<file path="src/pkg/oecp_pkg.sv">
// Purpose: constants for the host-side one-time-programmable memory controller
// Assumes: 125 MHz sys_clk, memory pins driven through digital level shifters
// Notes: digital model of the shared output-enable / programming-supply pin
//
// Summary of operation
// - host presents the whole byte on all eight data lines when programming
// - with supply level on, host gives one 100us chip-enable low pulse
// - failed verify earns another pulse, at most 25 pulses per location
// - host steps through each address, then verifies every address
// - verify drives chip enable and shared pin low, samples after verify delay
// - during identify all address lines except zero are held low
// - chip enable selects the device, output enable is the read strobe
package oecp_pkg;
   localparam int OECP_AW = 16;
   localparam int OECP_DW = 8;
   localparam logic [15:0] OECP_LAST_ADDR = 16'hffff;
   localparam int OECP_CLK_NS = 8;
   localparam int OECP_PULSE_US = 100;
   localparam int OECP_PULSE_CYC = (OECP_PULSE_US * 1000) / OECP_CLK_NS;
   localparam int OECP_MAX_PULSES = 25;
   // read and verify sampling delays and program setup time, slowest grade assumed
   localparam int OECP_ACC_NS = 150;
   localparam int OECP_ACC_CYC = (OECP_ACC_NS + OECP_CLK_NS - 1) / OECP_CLK_NS;
   localparam int OECP_OE_NS = 65;
   localparam int OECP_OE_CYC = (OECP_OE_NS + OECP_CLK_NS - 1) / OECP_CLK_NS;
   localparam int OECP_DV_NS = 1000;
   localparam int OECP_DV_CYC = (OECP_DV_NS + OECP_CLK_NS - 1) / OECP_CLK_NS;
   localparam int OECP_SETUP_NS = 2000;
   localparam int OECP_SETUP_CYC = (OECP_SETUP_NS + OECP_CLK_NS - 1) / OECP_CLK_NS;
   localparam logic [7:0] OECP_BLANK = 8'hff;
   localparam logic [15:0] OECP_ID_ADDR0 = 16'h0000;
   localparam logic [15:0] OECP_ID_ADDR1 = 16'h0001;
   localparam int OECP_CNT_W = 20;
   localparam logic [1:0] OECP_CMD_READ = 2'h0;
   localparam logic [1:0] OECP_CMD_PROG = 2'h1;
   localparam logic [1:0] OECP_CMD_IDENT = 2'h2;
   localparam logic [1:0] OECP_CMD_CHECK = 2'h3;
   typedef enum logic [8:0] {
      OECP_IDLE  = 9'h001,
      OECP_SETUP = 9'h002,
      OECP_PULSE = 9'h004,
      OECP_VSET  = 9'h008,
      OECP_VSAMP = 9'h010,
      OECP_NEXT  = 9'h020,
      OECP_RSET  = 9'h040,
      OECP_RSAMP = 9'h080,
      OECP_DONE  = 9'h100
   } oecp_state_e;
endpackage

</file>
<file path="src/hw/oecp_ctrl.sv">
// Purpose: host controller driving the memory pins for read, identify, program
// Assumes: memory data inputs synchronous to sys_clk; id parity checked on read
// Notes: program walks a range with pulse/verify, then a final check pass
`timescale 1ns/1ns
module oecp_ctrl
   import oecp_pkg::*;
#(
   parameter int PULSE_CYC = OECP_PULSE_CYC
) (
   input wire logic sys_clk,
   input wire logic rst_n,
   input wire logic cmd_valid,
   input wire logic [1:0] cmd_op,
   input wire logic [15:0] cmd_addr,
   input wire logic [15:0] cmd_last,
   input wire logic [7:0] cmd_data,
   output logic cmd_ready,
   output logic rsp_valid,
   output logic [7:0] rsp_data,
   output logic rsp_error,
   output logic [15:0] rsp_addr,
   output logic [15:0] address_lines,
   output logic chip_enable_n,
   output logic output_enable_n,
   output logic prog_supply_on,
   output logic identify_high_voltage,
   output logic [7:0] data_lines_o,
   output logic data_lines_oe,
   input wire logic [7:0] data_lines_i
);
   // ----------------------------------------
   // reset release
   // ----------------------------------------
   logic rst_s1_r, rst_s2_r;
   always_ff @(posedge sys_clk or negedge rst_n) begin
      if (!rst_n) begin
         rst_s1_r <= 1'b0;
         rst_s2_r <= 1'b0;
      end else begin
         rst_s1_r <= 1'b1;
         rst_s2_r <= rst_s1_r;
      end
   end
   wire rstn = rst_s2_r;

   // ----------------------------------------
   // decode
   // ----------------------------------------
   function automatic logic odd_par(input logic [7:0] v);
      odd_par = ^v;
   endfunction

   oecp_state_e st_r, st_nxt;
   logic [1:0] op_r;
   logic [15:0] addr_r, last_r;
   logic [7:0] data_r, rd_r;
   logic [OECP_CNT_W-1:0] cnt_r;
   logic [4:0] pulses_r;
   logic check_r, err_r;
   wire [OECP_CNT_W-1:0] pulse_n = OECP_CNT_W'(PULSE_CYC);
   wire [OECP_CNT_W-1:0] setup_n = OECP_CNT_W'(OECP_SETUP_CYC);
   wire [OECP_CNT_W-1:0] rd_n = OECP_CNT_W'(OECP_ACC_CYC);
   wire [OECP_CNT_W-1:0] dv_n = OECP_CNT_W'(OECP_DV_CYC);
   wire cnt_zero = (cnt_r == '0);
   wire is_prog = (op_r == OECP_CMD_PROG);
   wire is_ident = (op_r == OECP_CMD_IDENT);
   wire verify_ok = (data_lines_i == data_r);
   wire last_hit = (addr_r == last_r);
   wire more_pulses = (pulses_r < 5'(OECP_MAX_PULSES));
   wire [15:0] id_addr = addr_r[0] ? OECP_ID_ADDR1 : OECP_ID_ADDR0;
   // first address of a walk, kept for the final check pass
   logic [15:0] cmd_addr_first_r;
   // after a range write every byte should equal the byte that was programmed
   wire [7:0] expect_w = data_r;
   wire in_rd_nxt = (st_nxt == OECP_VSET) || (st_nxt == OECP_VSAMP) ||
                    (st_nxt == OECP_RSET) || (st_nxt == OECP_RSAMP);
   // chip enable rises for one cycle after a pulse so the byte is latched,
   // and the supply level is only dropped once chip enable is high again
   wire rd_gate_nxt = in_rd_nxt && (st_r != OECP_PULSE);
   wire supply_nxt = (st_nxt == OECP_SETUP) || (st_nxt == OECP_PULSE) ||
                     (st_r == OECP_PULSE);
   wire is_ident_nxt = (st_nxt == OECP_RSET || st_nxt == OECP_RSAMP) &&
                       ((st_r == OECP_IDLE) ? (cmd_op == OECP_CMD_IDENT) : is_ident);

   // ----------------------------------------
   // sequencer
   // ----------------------------------------
   always_comb begin
      st_nxt = st_r;
      unique case (st_r)
         OECP_IDLE: if (cmd_valid) begin
            st_nxt = (cmd_op == OECP_CMD_PROG) ? OECP_SETUP : OECP_RSET;
         end
         OECP_SETUP: if (cnt_zero) st_nxt = OECP_PULSE;
         OECP_PULSE: if (cnt_zero) st_nxt = OECP_VSET;
         OECP_VSET: if (cnt_zero) st_nxt = OECP_VSAMP;
         OECP_VSAMP: begin
            if (verify_ok) st_nxt = OECP_NEXT;
            else if (more_pulses) st_nxt = OECP_SETUP;
            else st_nxt = OECP_DONE;
         end
         OECP_NEXT: st_nxt = last_hit ? OECP_RSET : OECP_SETUP;
         OECP_RSET: if (cnt_zero) st_nxt = OECP_RSAMP;
         OECP_RSAMP: begin
            if (check_r && !last_hit && !(!verify_ok && op_r == OECP_CMD_CHECK
                && 1'b0)) st_nxt = OECP_RSET;
            else st_nxt = OECP_DONE;
         end
         OECP_DONE: st_nxt = OECP_IDLE;
         default: st_nxt = OECP_IDLE;
      endcase
   end

   always_ff @(posedge sys_clk or negedge rstn) begin
      if (!rstn) begin
         st_r <= OECP_IDLE;
         op_r <= OECP_CMD_READ;
         addr_r <= '0;
         last_r <= '0;
         data_r <= OECP_BLANK;
         rd_r <= OECP_BLANK;
         cnt_r <= '0;
         pulses_r <= '0;
         check_r <= 1'b0;
         err_r <= 1'b0;
      end else begin
         st_r <= st_nxt;
         if (!cnt_zero) cnt_r <= cnt_r - 1'b1;
         unique case (st_r)
            OECP_IDLE: if (cmd_valid) begin
               op_r <= cmd_op;
               addr_r <= cmd_addr;
               last_r <= (cmd_op == OECP_CMD_PROG || cmd_op == OECP_CMD_CHECK)
                         ? cmd_last : cmd_addr;
               data_r <= cmd_data;
               pulses_r <= '0;
               err_r <= 1'b0;
               check_r <= (cmd_op == OECP_CMD_CHECK);
               cnt_r <= (cmd_op == OECP_CMD_PROG) ? setup_n : rd_n;
            end
            OECP_SETUP: if (cnt_zero) begin
               cnt_r <= pulse_n;
               pulses_r <= pulses_r + 5'h01;
            end
            OECP_PULSE: if (cnt_zero) cnt_r <= dv_n;
            OECP_VSAMP: begin
               rd_r <= data_lines_i;
               cnt_r <= setup_n;
               if (!verify_ok && !more_pulses) err_r <= 1'b1;
            end
            OECP_NEXT: begin
               pulses_r <= '0;
               cnt_r <= last_hit ? rd_n : setup_n;
               if (last_hit) begin
                  // final pass re-reads from the first address
                  addr_r <= addr_r - (last_r - cmd_addr_first_r);
                  check_r <= 1'b1;
               end else begin
                  addr_r <= addr_r + 16'h0001;
               end
            end
            OECP_RSAMP: begin
               rd_r <= data_lines_i;
               if (is_ident && !odd_par(data_lines_i)) err_r <= 1'b1;
               if (check_r && !is_ident && data_lines_i != expect_w) err_r <= 1'b1;
               if (!last_hit) addr_r <= addr_r + 16'h0001;
               cnt_r <= rd_n;
            end
            default: ;
         endcase
      end
   end

   always_ff @(posedge sys_clk or negedge rstn) begin
      if (!rstn) cmd_addr_first_r <= '0;
      else if (st_r == OECP_IDLE && cmd_valid) cmd_addr_first_r <= cmd_addr;
   end
   // ----------------------------------------
   // pin drive, all registered
   // ----------------------------------------
   wire [15:0] addr_drv = is_ident ? id_addr : addr_r;
   // address is set on the edge that takes a command, the same edge on which the voltage rises
   wire [15:0] cmd_pin_addr = (cmd_op == OECP_CMD_IDENT) ?
                              (cmd_addr[0] ? OECP_ID_ADDR1 : OECP_ID_ADDR0) : cmd_addr;
   wire [15:0] addr_pin_nxt = (st_r == OECP_IDLE && cmd_valid) ? cmd_pin_addr : addr_drv;
   always_ff @(posedge sys_clk or negedge rstn) begin
      if (!rstn) begin
         address_lines <= '0;
         chip_enable_n <= 1'b1;
         output_enable_n <= 1'b1;
         prog_supply_on <= 1'b0;
         identify_high_voltage <= 1'b0;
         data_lines_o <= OECP_BLANK;
         data_lines_oe <= 1'b0;
         cmd_ready <= 1'b0;
         rsp_valid <= 1'b0;
         rsp_data <= OECP_BLANK;
         rsp_error <= 1'b0;
         rsp_addr <= '0;
      end else begin
         address_lines <= addr_pin_nxt;
         // chip enable low in PULSE and in the read and verify gates
         chip_enable_n <= !((st_nxt == OECP_PULSE) || rd_gate_nxt);
         output_enable_n <= !rd_gate_nxt;
         prog_supply_on <= supply_nxt;
         identify_high_voltage <= is_ident_nxt;
         data_lines_o <= data_r;
         data_lines_oe <= (st_nxt == OECP_SETUP) || (st_nxt == OECP_PULSE);
         cmd_ready <= (st_nxt == OECP_IDLE);
         rsp_valid <= (st_r == OECP_DONE);
         if (st_r == OECP_DONE) begin
            rsp_data <= rd_r;
            rsp_error <= err_r;
            rsp_addr <= addr_r;
         end
      end
   end
   // ----------------------------------------
   // assertions
   // ----------------------------------------
   pulse_len_a: assert property (@(posedge sys_clk) disable iff (!rstn)
      $fell(chip_enable_n) && prog_supply_on |-> !chip_enable_n [*8])
      else $error("program pulse too short");
   pulse_cap_a: assert property (@(posedge sys_clk) disable iff (!rstn)
      pulses_r <= 5'(OECP_MAX_PULSES))
      else $error("pulse count above limit");
   prog_data_a: assert property (@(posedge sys_clk) disable iff (!rstn)
      prog_supply_on && !chip_enable_n |-> data_lines_oe)
      else $error("data not driven during pulse");
   no_fight_a: assert property (@(posedge sys_clk) disable iff (!rstn)
      !output_enable_n |-> !data_lines_oe && !prog_supply_on)
      else $error("bus contention on data lines");
   ident_addr_a: assert property (@(posedge sys_clk) disable iff (!rstn)
      identify_high_voltage |-> (address_lines[15:1] == 15'h0000))
      else $error("identify address not low");
   verify_lvl_a: assert property (@(posedge sys_clk) disable iff (!rstn)
      st_r == OECP_VSAMP |-> !chip_enable_n && !output_enable_n && !prog_supply_on)
      else $error("verify pins wrong");
   sel_read_a: assert property (@(posedge sys_clk) disable iff (!rstn)
      !output_enable_n |-> !chip_enable_n)
      else $error("read strobe without select");
   rsp_once_a: assert property (@(posedge sys_clk) disable iff (!rstn)
      rsp_valid |=> !rsp_valid)
      else $error("response longer than one cycle");
   prog_c: cover property (@(posedge sys_clk) disable iff (!rstn)
      st_r == OECP_NEXT && last_hit);
   retry_c: cover property (@(posedge sys_clk) disable iff (!rstn)
      st_r == OECP_VSAMP && !verify_ok && more_pulses);
   ident_c: cover property (@(posedge sys_clk) disable iff (!rstn)
      st_r == OECP_RSAMP && is_ident);
   fail_c: cover property (@(posedge sys_clk) disable iff (!rstn) rsp_valid && rsp_error);
endmodule

</file>
<file path="config.mk">
export PLATFORM = sky130hd
export DESIGN_NAME = oecp_ctrl
export DESIGN_NICKNAME = d
export VERILOG_FILES = /design/src/pkg/oecp_pkg.sv /design/src/hw/oecp_ctrl.sv
export SDC_FILE = /design/constraint.sdc
export NUM_CORES = 1
export LEC_CHECK = 0
export BUFFER_PORTS_ARGS = -buffer_cell sky130_fd_sc_hd__buf_2
export CORE_ASPECT_RATIO = 1.75
export CORE_MARGIN = 3
export CORE_UTILIZATION = 35
export CTS_CLUSTER_SIZE = 16
export DETAILED_ROUTE_END_ITERATION = 10
export GPL_ROUTABILITY_DRIVEN = 1
export PLACE_DENSITY_LB_ADDON = 0.3
export SYNTH_ARGS = -nofsm -noshare
export SYNTH_HDL_FRONTEND = slang
export SYNTH_SLANG_ARGS = --single-unit
</file>
<file path="constraint.sdc">
create_clock -name sys_clk -period 6.75 [get_ports sys_clk]
set_input_delay 1.0125 -clock sys_clk [delete_from_list [all_inputs] [get_ports sys_clk]]
set_output_delay 1.0125 -clock sys_clk [all_outputs]
set_load 0.02 [all_outputs]
</file>
# After elaboration in Yosys (flattened, before gate mapping)
# Index checks and enable logic that the tools add are counted.
totals:
  reg_bits: 160
  n_memories: 0
  ram_bits: 0
  word_cells: 136
  romBits: 0
  latchBits: 0
  in_bits: 53
op_classes:
  n_eq_ne: 30
  multipliers: 0
  n_addsub: 5
  div_mod_pow: 0
  magnitude_cmp: 1
  mux: 40
  bitwise: 0
  shift: 0
  reduce_logical: 35
op_table:
  columns: ["operator", "count"]
  rows:
  - ["$pmux 20 s6", 1]
  - ["$mux 16", 7]
  - ["$mux 20", 4]
  - ["$mux 9", 8]
  - ["$pmux 9 s8", 1]
  - ["$pmux 16 s3", 1]
  - ["$sub 16x16->16", 2]
  - ["$logic_not 20->1", 1]
  - ["$sub 20x1->20 const B", 1]
  - ["$eq 9x1->1 const B", 2]
  - ["$eq 9x2->1 const B", 2]
  - ["$eq 9x3->1 const B", 2]
  - ["$eq 9x4->1 const B", 2]
  - ["$eq 9x5->1 const B", 2]
  - ["$eq 9x7->1 const B", 2]
  - ["$eq 9x8->1 const B", 2]
  - ["$add 16x1->16 const B", 1]
  - ["$eq 16x16->1", 1]
  - ["$mux 8", 2]
  - ["$pmux 5 s3", 1]
  - ["$mux 7", 2]
  - ["$mux 5", 2]
  - ["$ne 2x2->1 const B", 5]
  - ["$eq 9x6->1 const B", 1]
  - ["22 further kinds", 56]

# Logic depth before layout (Yosys ltp)
depth:
  depth_word: 12
  mapped_depth: 12
  mapped_depth_nobuf: 11

# Worst setup path before layout
# OpenSTA, ideal clock, no wires.
synth_path:
  path_kind: "reg2reg"
  from: "register addr_r[1]"
  to: "register addr_r[12]"
  setup_time_ps: 104
  arrival_time_ps: 2786
  path_slack_ps: 3860
  stages_incl_launch_ff: 11
  cell_sequence: "dfrtp_1 > inv_1 > fa_1 > inv_1 > fa_1 > a211oi_1 > o21a_1 > o21ai_0 > o31a_1 > mux2i_1 > a221oi_1"
synth_between:
  elab_chain_cells: 3
  word_cells_on_any_way: 8
  classes_between: "add/sub (2); eq/ne (2); mux (3); reduce/logical (1)"
synth_rtl:
  columns: ["element", "line_no", "source"]
  rows:
  - ["start, declared", "oecp_ctrl.sv:55", "logic [15:0] addr_r, last_r;"]
  - ["start signal, assigned", "oecp_ctrl.sv:132", "addr_r <= cmd_addr;"]
  - ["start signal, assigned", "oecp_ctrl.sv:156", "addr_r <= addr_r - (last_r - cmd_addr_first_r);"]
  - ["start signal, assigned", "oecp_ctrl.sv:159", "addr_r <= addr_r + 16'h0001;"]
  - ["$add 16x1->16 (tied with other cells)", "oecp_ctrl.sv:159, oecp_ctrl.sv:166", null]
  - ["$mux 16 (tied with other cells)", "oecp_ctrl.sv:166", "if (!last_hit) addr_r <= addr_r + 16'h0001;"]
  - ["$pmux 16 s3 or $reduce_and 3->1 (tied branches)", null, null]
# Parallel ways exist; a longest one is shown, timed or not. The select of a mux whose other input is x is not followed.
# A chain may end at the register's enable or synchronous reset.

# Worst setup path after layout
layout_path:
  from: "register addr_r[10]"
  to: "register addr_r[15]"
# The elaborated chain is that of the path after synthesis.

==> results.toml <==
[clock_network]
post_cts.resized_instances = 0
htree_num_levels = 4
number_of_cts_inserted_buffers = 17
tritoncts_clock_tree = "yes"
cts_hold_buffers = 0
clock_tree.buffer_depth = 2
post_cts_buffers = 0
clk_latency_worst_skew_pair_ns = 0.45
tritoncts_num_sinks = 160
clock-root-buffer = "sky130_fd_sc_hd__clkbuf_16"
cts.reportedPaths.clkPinSlew_ns = 0.07

[synth]
ys_types = 73
synth_seq_cells = 160
synth_edf_count = 0
synthArstFlopShare_pct = 100
avgSynthCellArea_um2 = 9.23
synth.area.top_cells = "sky130_fd_sc_hd__dfrtp_1 34%, sky130_fd_sc_hd__dfstp_2 9.9%, sky130_fd_sc_hd__nand2_1 6.4%, sky130_fd_sc_hd__ha_1 4.7%, sky130_fd_sc_hd__o21ai_0 3.6%"
yosys.area.top_type = "sky130_fd_sc_hd__dfrtp_1"
postSynthCellCount = 1004
ys_seq_area_share_pct = 43.7
syn-num-nets = 1107
ys_warn_count = 0
synth_top_cell_area_share_pct = 33.8
netlist_area_um2 = 9260
dominantRegCellSynth = "sky130_fd_sc_hd__dfrtp_1"

[route]
dr_total_vias = 7728
detail_route.first_pass.iterations = 6
drt_wl_total_mm = 28.3
vias_per_cell = 5.43
drt_iter0_drc = 526
detailed_route_wire_length_per_cell_um = 19.9
remaining_drc_errors = 0
postRouteAntennaNets = 0

[floorplan]
rows = 78
fp.coreArea_um2 = 26000
io_pins = 109
overall_die_height_um = 221
floorplan.initialDensity_pct = 35.7
die-area_um2 = 28500
chipWidth_um = 129

[layout]
final_standard_cell_area_without_fillers_um2 = 10600
utilization_pct = 41.0
area.growth.synth_to_final_pct = 14.8
final_net_count = 1192
antennaDiodeCount = 0
num-fill-cells = 2668
layout-drive-gt1-share_pct = 19.3
stdcell_count = 1422

[global_routing]
globalRouteOverflowTotal = 0
maximum_number_of_pins_on_one_net_before_global_route_repair = 62
first_global_vias = 8120
track_usage_pct = 20.4
grt_first_pass_wirelength_mm = 44.4
grt_antenna_before_repair = 0

[setup_path]
cp.arrival_ns = 3.85
number_of_cells_on_the_worst_reg_to_reg_path = 10
cell_count_along_the_critical_path = 10
critPathLaunchType = "flop"
path_class = "flop to flop"
critPathMaxFanout = 9
timing.critical_path.slowest_stage_cell = "sky130_fd_sc_hd__a21boi_0"
worst-path-buf-inv = 2
critical-path-top-cell-by-count = "sky130_fd_sc_hd__inv_1"
cp_data_required_time_ns = 7.08
crit_path_cell_trace = "inv_1, fa_1, inv_1, ha_1, a21o_1, a22oi_1, a21boi_0, o211ai_1, o2111ai_1, nand4_1"
cp_top_family = "compound AO/OA/AOI/OAI gates"
timing.critical_path.to_type = "flop"
cpPeakStageDelay_ns = 0.78

[outcome]
status = "finished, final reports clean"

[flow_run]
timing.max_cap.violations = 0

[placed_design]
numPortBuffers = 108
dp_hpwl_mm = 21.2
post-place-cells = 1390
preCtsSetupSlack_ns = 3.31
place_area_um2 = 10000
place_congestion = 0.950

[sta]
clock_skew_ns = 0.00966
minimum_clock_period_ns = 3.53
worstMarginPinSlew_ns = 1.07
final-setup-viol-count = 0
final.period_utilization_pct = 52.2
totalNegativeSetupSlack_ns = 0
timing_hold_violations_final = 0
timing.final.max_slew_violations = 0
achievable-frequency_mhz = 284
max_slew_headroom_pct = 27.8
worst_slack_ns = 3.22
grt_setup_unrepaired = "false"

[power_and_ir_drop]
static-leakage-power_nw = 5.11
max-vdd-ir-drop_uv = 232
power-per-cell-area_nw_per_um2 = 520

[min_path]
hp-class = "input pin to async pin"
synthesized netlist by cell type (7+ instances only):
cell and number:
sky130_fd_sc_hd__xor2_1 15, sky130_fd_sc_hd__a21o_1 10, sky130_fd_sc_hd__nor2_1 51, sky130_fd_sc_hd__o211ai_1 7
sky130_fd_sc_hd__inv_1 79, sky130_fd_sc_hd__nor3_1 24, sky130_fd_sc_hd__clkbuf_1 34, sky130_fd_sc_hd__nand2_1 159
sky130_fd_sc_hd__mux2_2 11, sky130_fd_sc_hd__fa_1 15, sky130_fd_sc_hd__nand3_1 50, sky130_fd_sc_hd__nor4_1 17
sky130_fd_sc_hd__ha_1 35, sky130_fd_sc_hd__xnor2_1 34, sky130_fd_sc_hd__or3_1 9, sky130_fd_sc_hd__dfrtp_1 125
sky130_fd_sc_hd__buf_2 8, sky130_fd_sc_hd__a21oi_1 30, sky130_fd_sc_hd__a211oi_1 11, sky130_fd_sc_hd__o21ai_0 67
sky130_fd_sc_hd__nand4_1 17, sky130_fd_sc_hd__and3_1 16, sky130_fd_sc_hd__dfstp_2 35, sky130_fd_sc_hd__mux2i_1 21
power by group:
group	internal, mW	leakage, nW	switching [mW]	total, mW
registers	1.29	1.98	0.275	1.56
logic	1.14	2.83	1.85	3.00
clock network	0.546	0.299	0.423	0.968
total	2.98	5.11	2.55	5.53
path summary, 6_finish.rpt:
path / start / endpoint / slack (ns)
max: addr_r[10] / addr_r[15] / 3.22
min: rst_n / rst_s2_r / 0.34
max reg2reg: addr_r[10] / addr_r[15] / 3.22
min reg2reg: rst_s1_r / rst_s2_r / 0.35
max in group asynchronous: rst_s2_r / address_lines[14] / 5.07
min in group sys_clk: rst_s1_r / rst_s2_r / 0.35
area by class of cell:
| cell class | instances | area, um2 | area share (%) |
|---|---|---|---|
| Multi-Input combinational cell | 713 | 4700 | 44.2 |
| Inverter | 82 | 308 | 2.89 |
| Timing Repair Buffer | 115 | 593 | 5.58 |
| Tap cell | 320 | 400 | 3.77 |
| Clock buffer | 22 | 517 | 4.86 |
| Clock inverter | 10 | 66.3 | 0.624 |
| Sequential cell | 160 | 4050 | 38.1 |
registers in the layout, summed over array words and instances (netlist names), 9 cells and up:
| name | flops |
|---|---|
| st_r | 9 |
| last_r | 16 |
| addr_r | 16 |
| cnt_r | 20 |
| address_lines | 16 |
| rsp_addr | 16 |
| cmd_addr_first_r | 16 |
cells by family (layout without fill, tap and decap cells):
family | Yosys count | in the layout | synth area share (%)
and+or+nand+nor | 386 | 386 | 20.6
AOI/OAI and AO/OA | 195 | 195 | 13.8
DFF | 160 | 160 | 43.7
buffers and inverters | 131 | 229 | 5.66
adders and majority gates | 50 | 50 | 7.97
xor gates and xnor gates | 49 | 49 | 4.63
muxes | 32 | 32 | 3.61
other | 1 | 1 | 0.0405
cells in the final DEF, fill, tap and decap left out, types with 5 or more instances in the layout:
master	synthesis	layout
sky130_fd_sc_hd__buf_4	0	7
sky130_fd_sc_hd__inv_1	79	79
sky130_fd_sc_hd__a21o_1	10	10
sky130_fd_sc_hd__nor2b_1	5	5
sky130_fd_sc_hd__or3_1	9	8
sky130_fd_sc_hd__xor2_1	15	15
sky130_fd_sc_hd__xnor2_1	34	34
sky130_fd_sc_hd__o22ai_1	6	6
sky130_fd_sc_hd__nor2_1	51	51
sky130_fd_sc_hd__a211oi_1	11	11
sky130_fd_sc_hd__o21a_1	6	6
sky130_fd_sc_hd__mux2_2	11	11
sky130_fd_sc_hd__buf_2	8	108
sky130_fd_sc_hd__o21ai_0	67	67
sky130_fd_sc_hd__fa_1	15	15
sky130_fd_sc_hd__nand3_1	50	50
sky130_fd_sc_hd__mux2i_1	21	21
sky130_fd_sc_hd__nand4_1	17	17
sky130_fd_sc_hd__dfstp_2	35	35
sky130_fd_sc_hd__nand2b_1	6	6
sky130_fd_sc_hd__and3_1	16	16
sky130_fd_sc_hd__nor4_1	17	17
sky130_fd_sc_hd__nor3_1	24	23
sky130_fd_sc_hd__ha_1	35	35
sky130_fd_sc_hd__nand2_1	159	159
sky130_fd_sc_hd__a221oi_1	5	5
sky130_fd_sc_hd__a21oi_1	30	30
sky130_fd_sc_hd__or4_1	5	5
sky130_fd_sc_hd__o211ai_1	7	7
sky130_fd_sc_hd__dfrtp_1	125	124
sky130_fd_sc_hd__clkbuf_16	0	19
layer usage:
| layer | vias up | part of all wire, % | global-route usage (%) |
|---|---|---|---|
| li1 | 3652 | - | - |
| met1 | 3759 | 35 | 21.1 |
| met2 | 225 | 55 | 37.0 |
| met3 | 92 | 3.9 | 4.08 |
| met4 | 0 | 5.8 | 11.8 |
| met5 | - | 0 | 0 |
stage by stage:
stage | power (mW) | hold WS (ns)
6_report | 5.53 | 0.337
5_1_grt | 5.97 | 0.320
4_1_cts | 5.56 | 0.311
3_5_place_dp | 4.56 | 0.338
3_3_place_gp | 4.54 | 0.334
2_1_floorplan | 3.68 | 0.331
No activity file was read; power rests on OpenSTA's default activity.
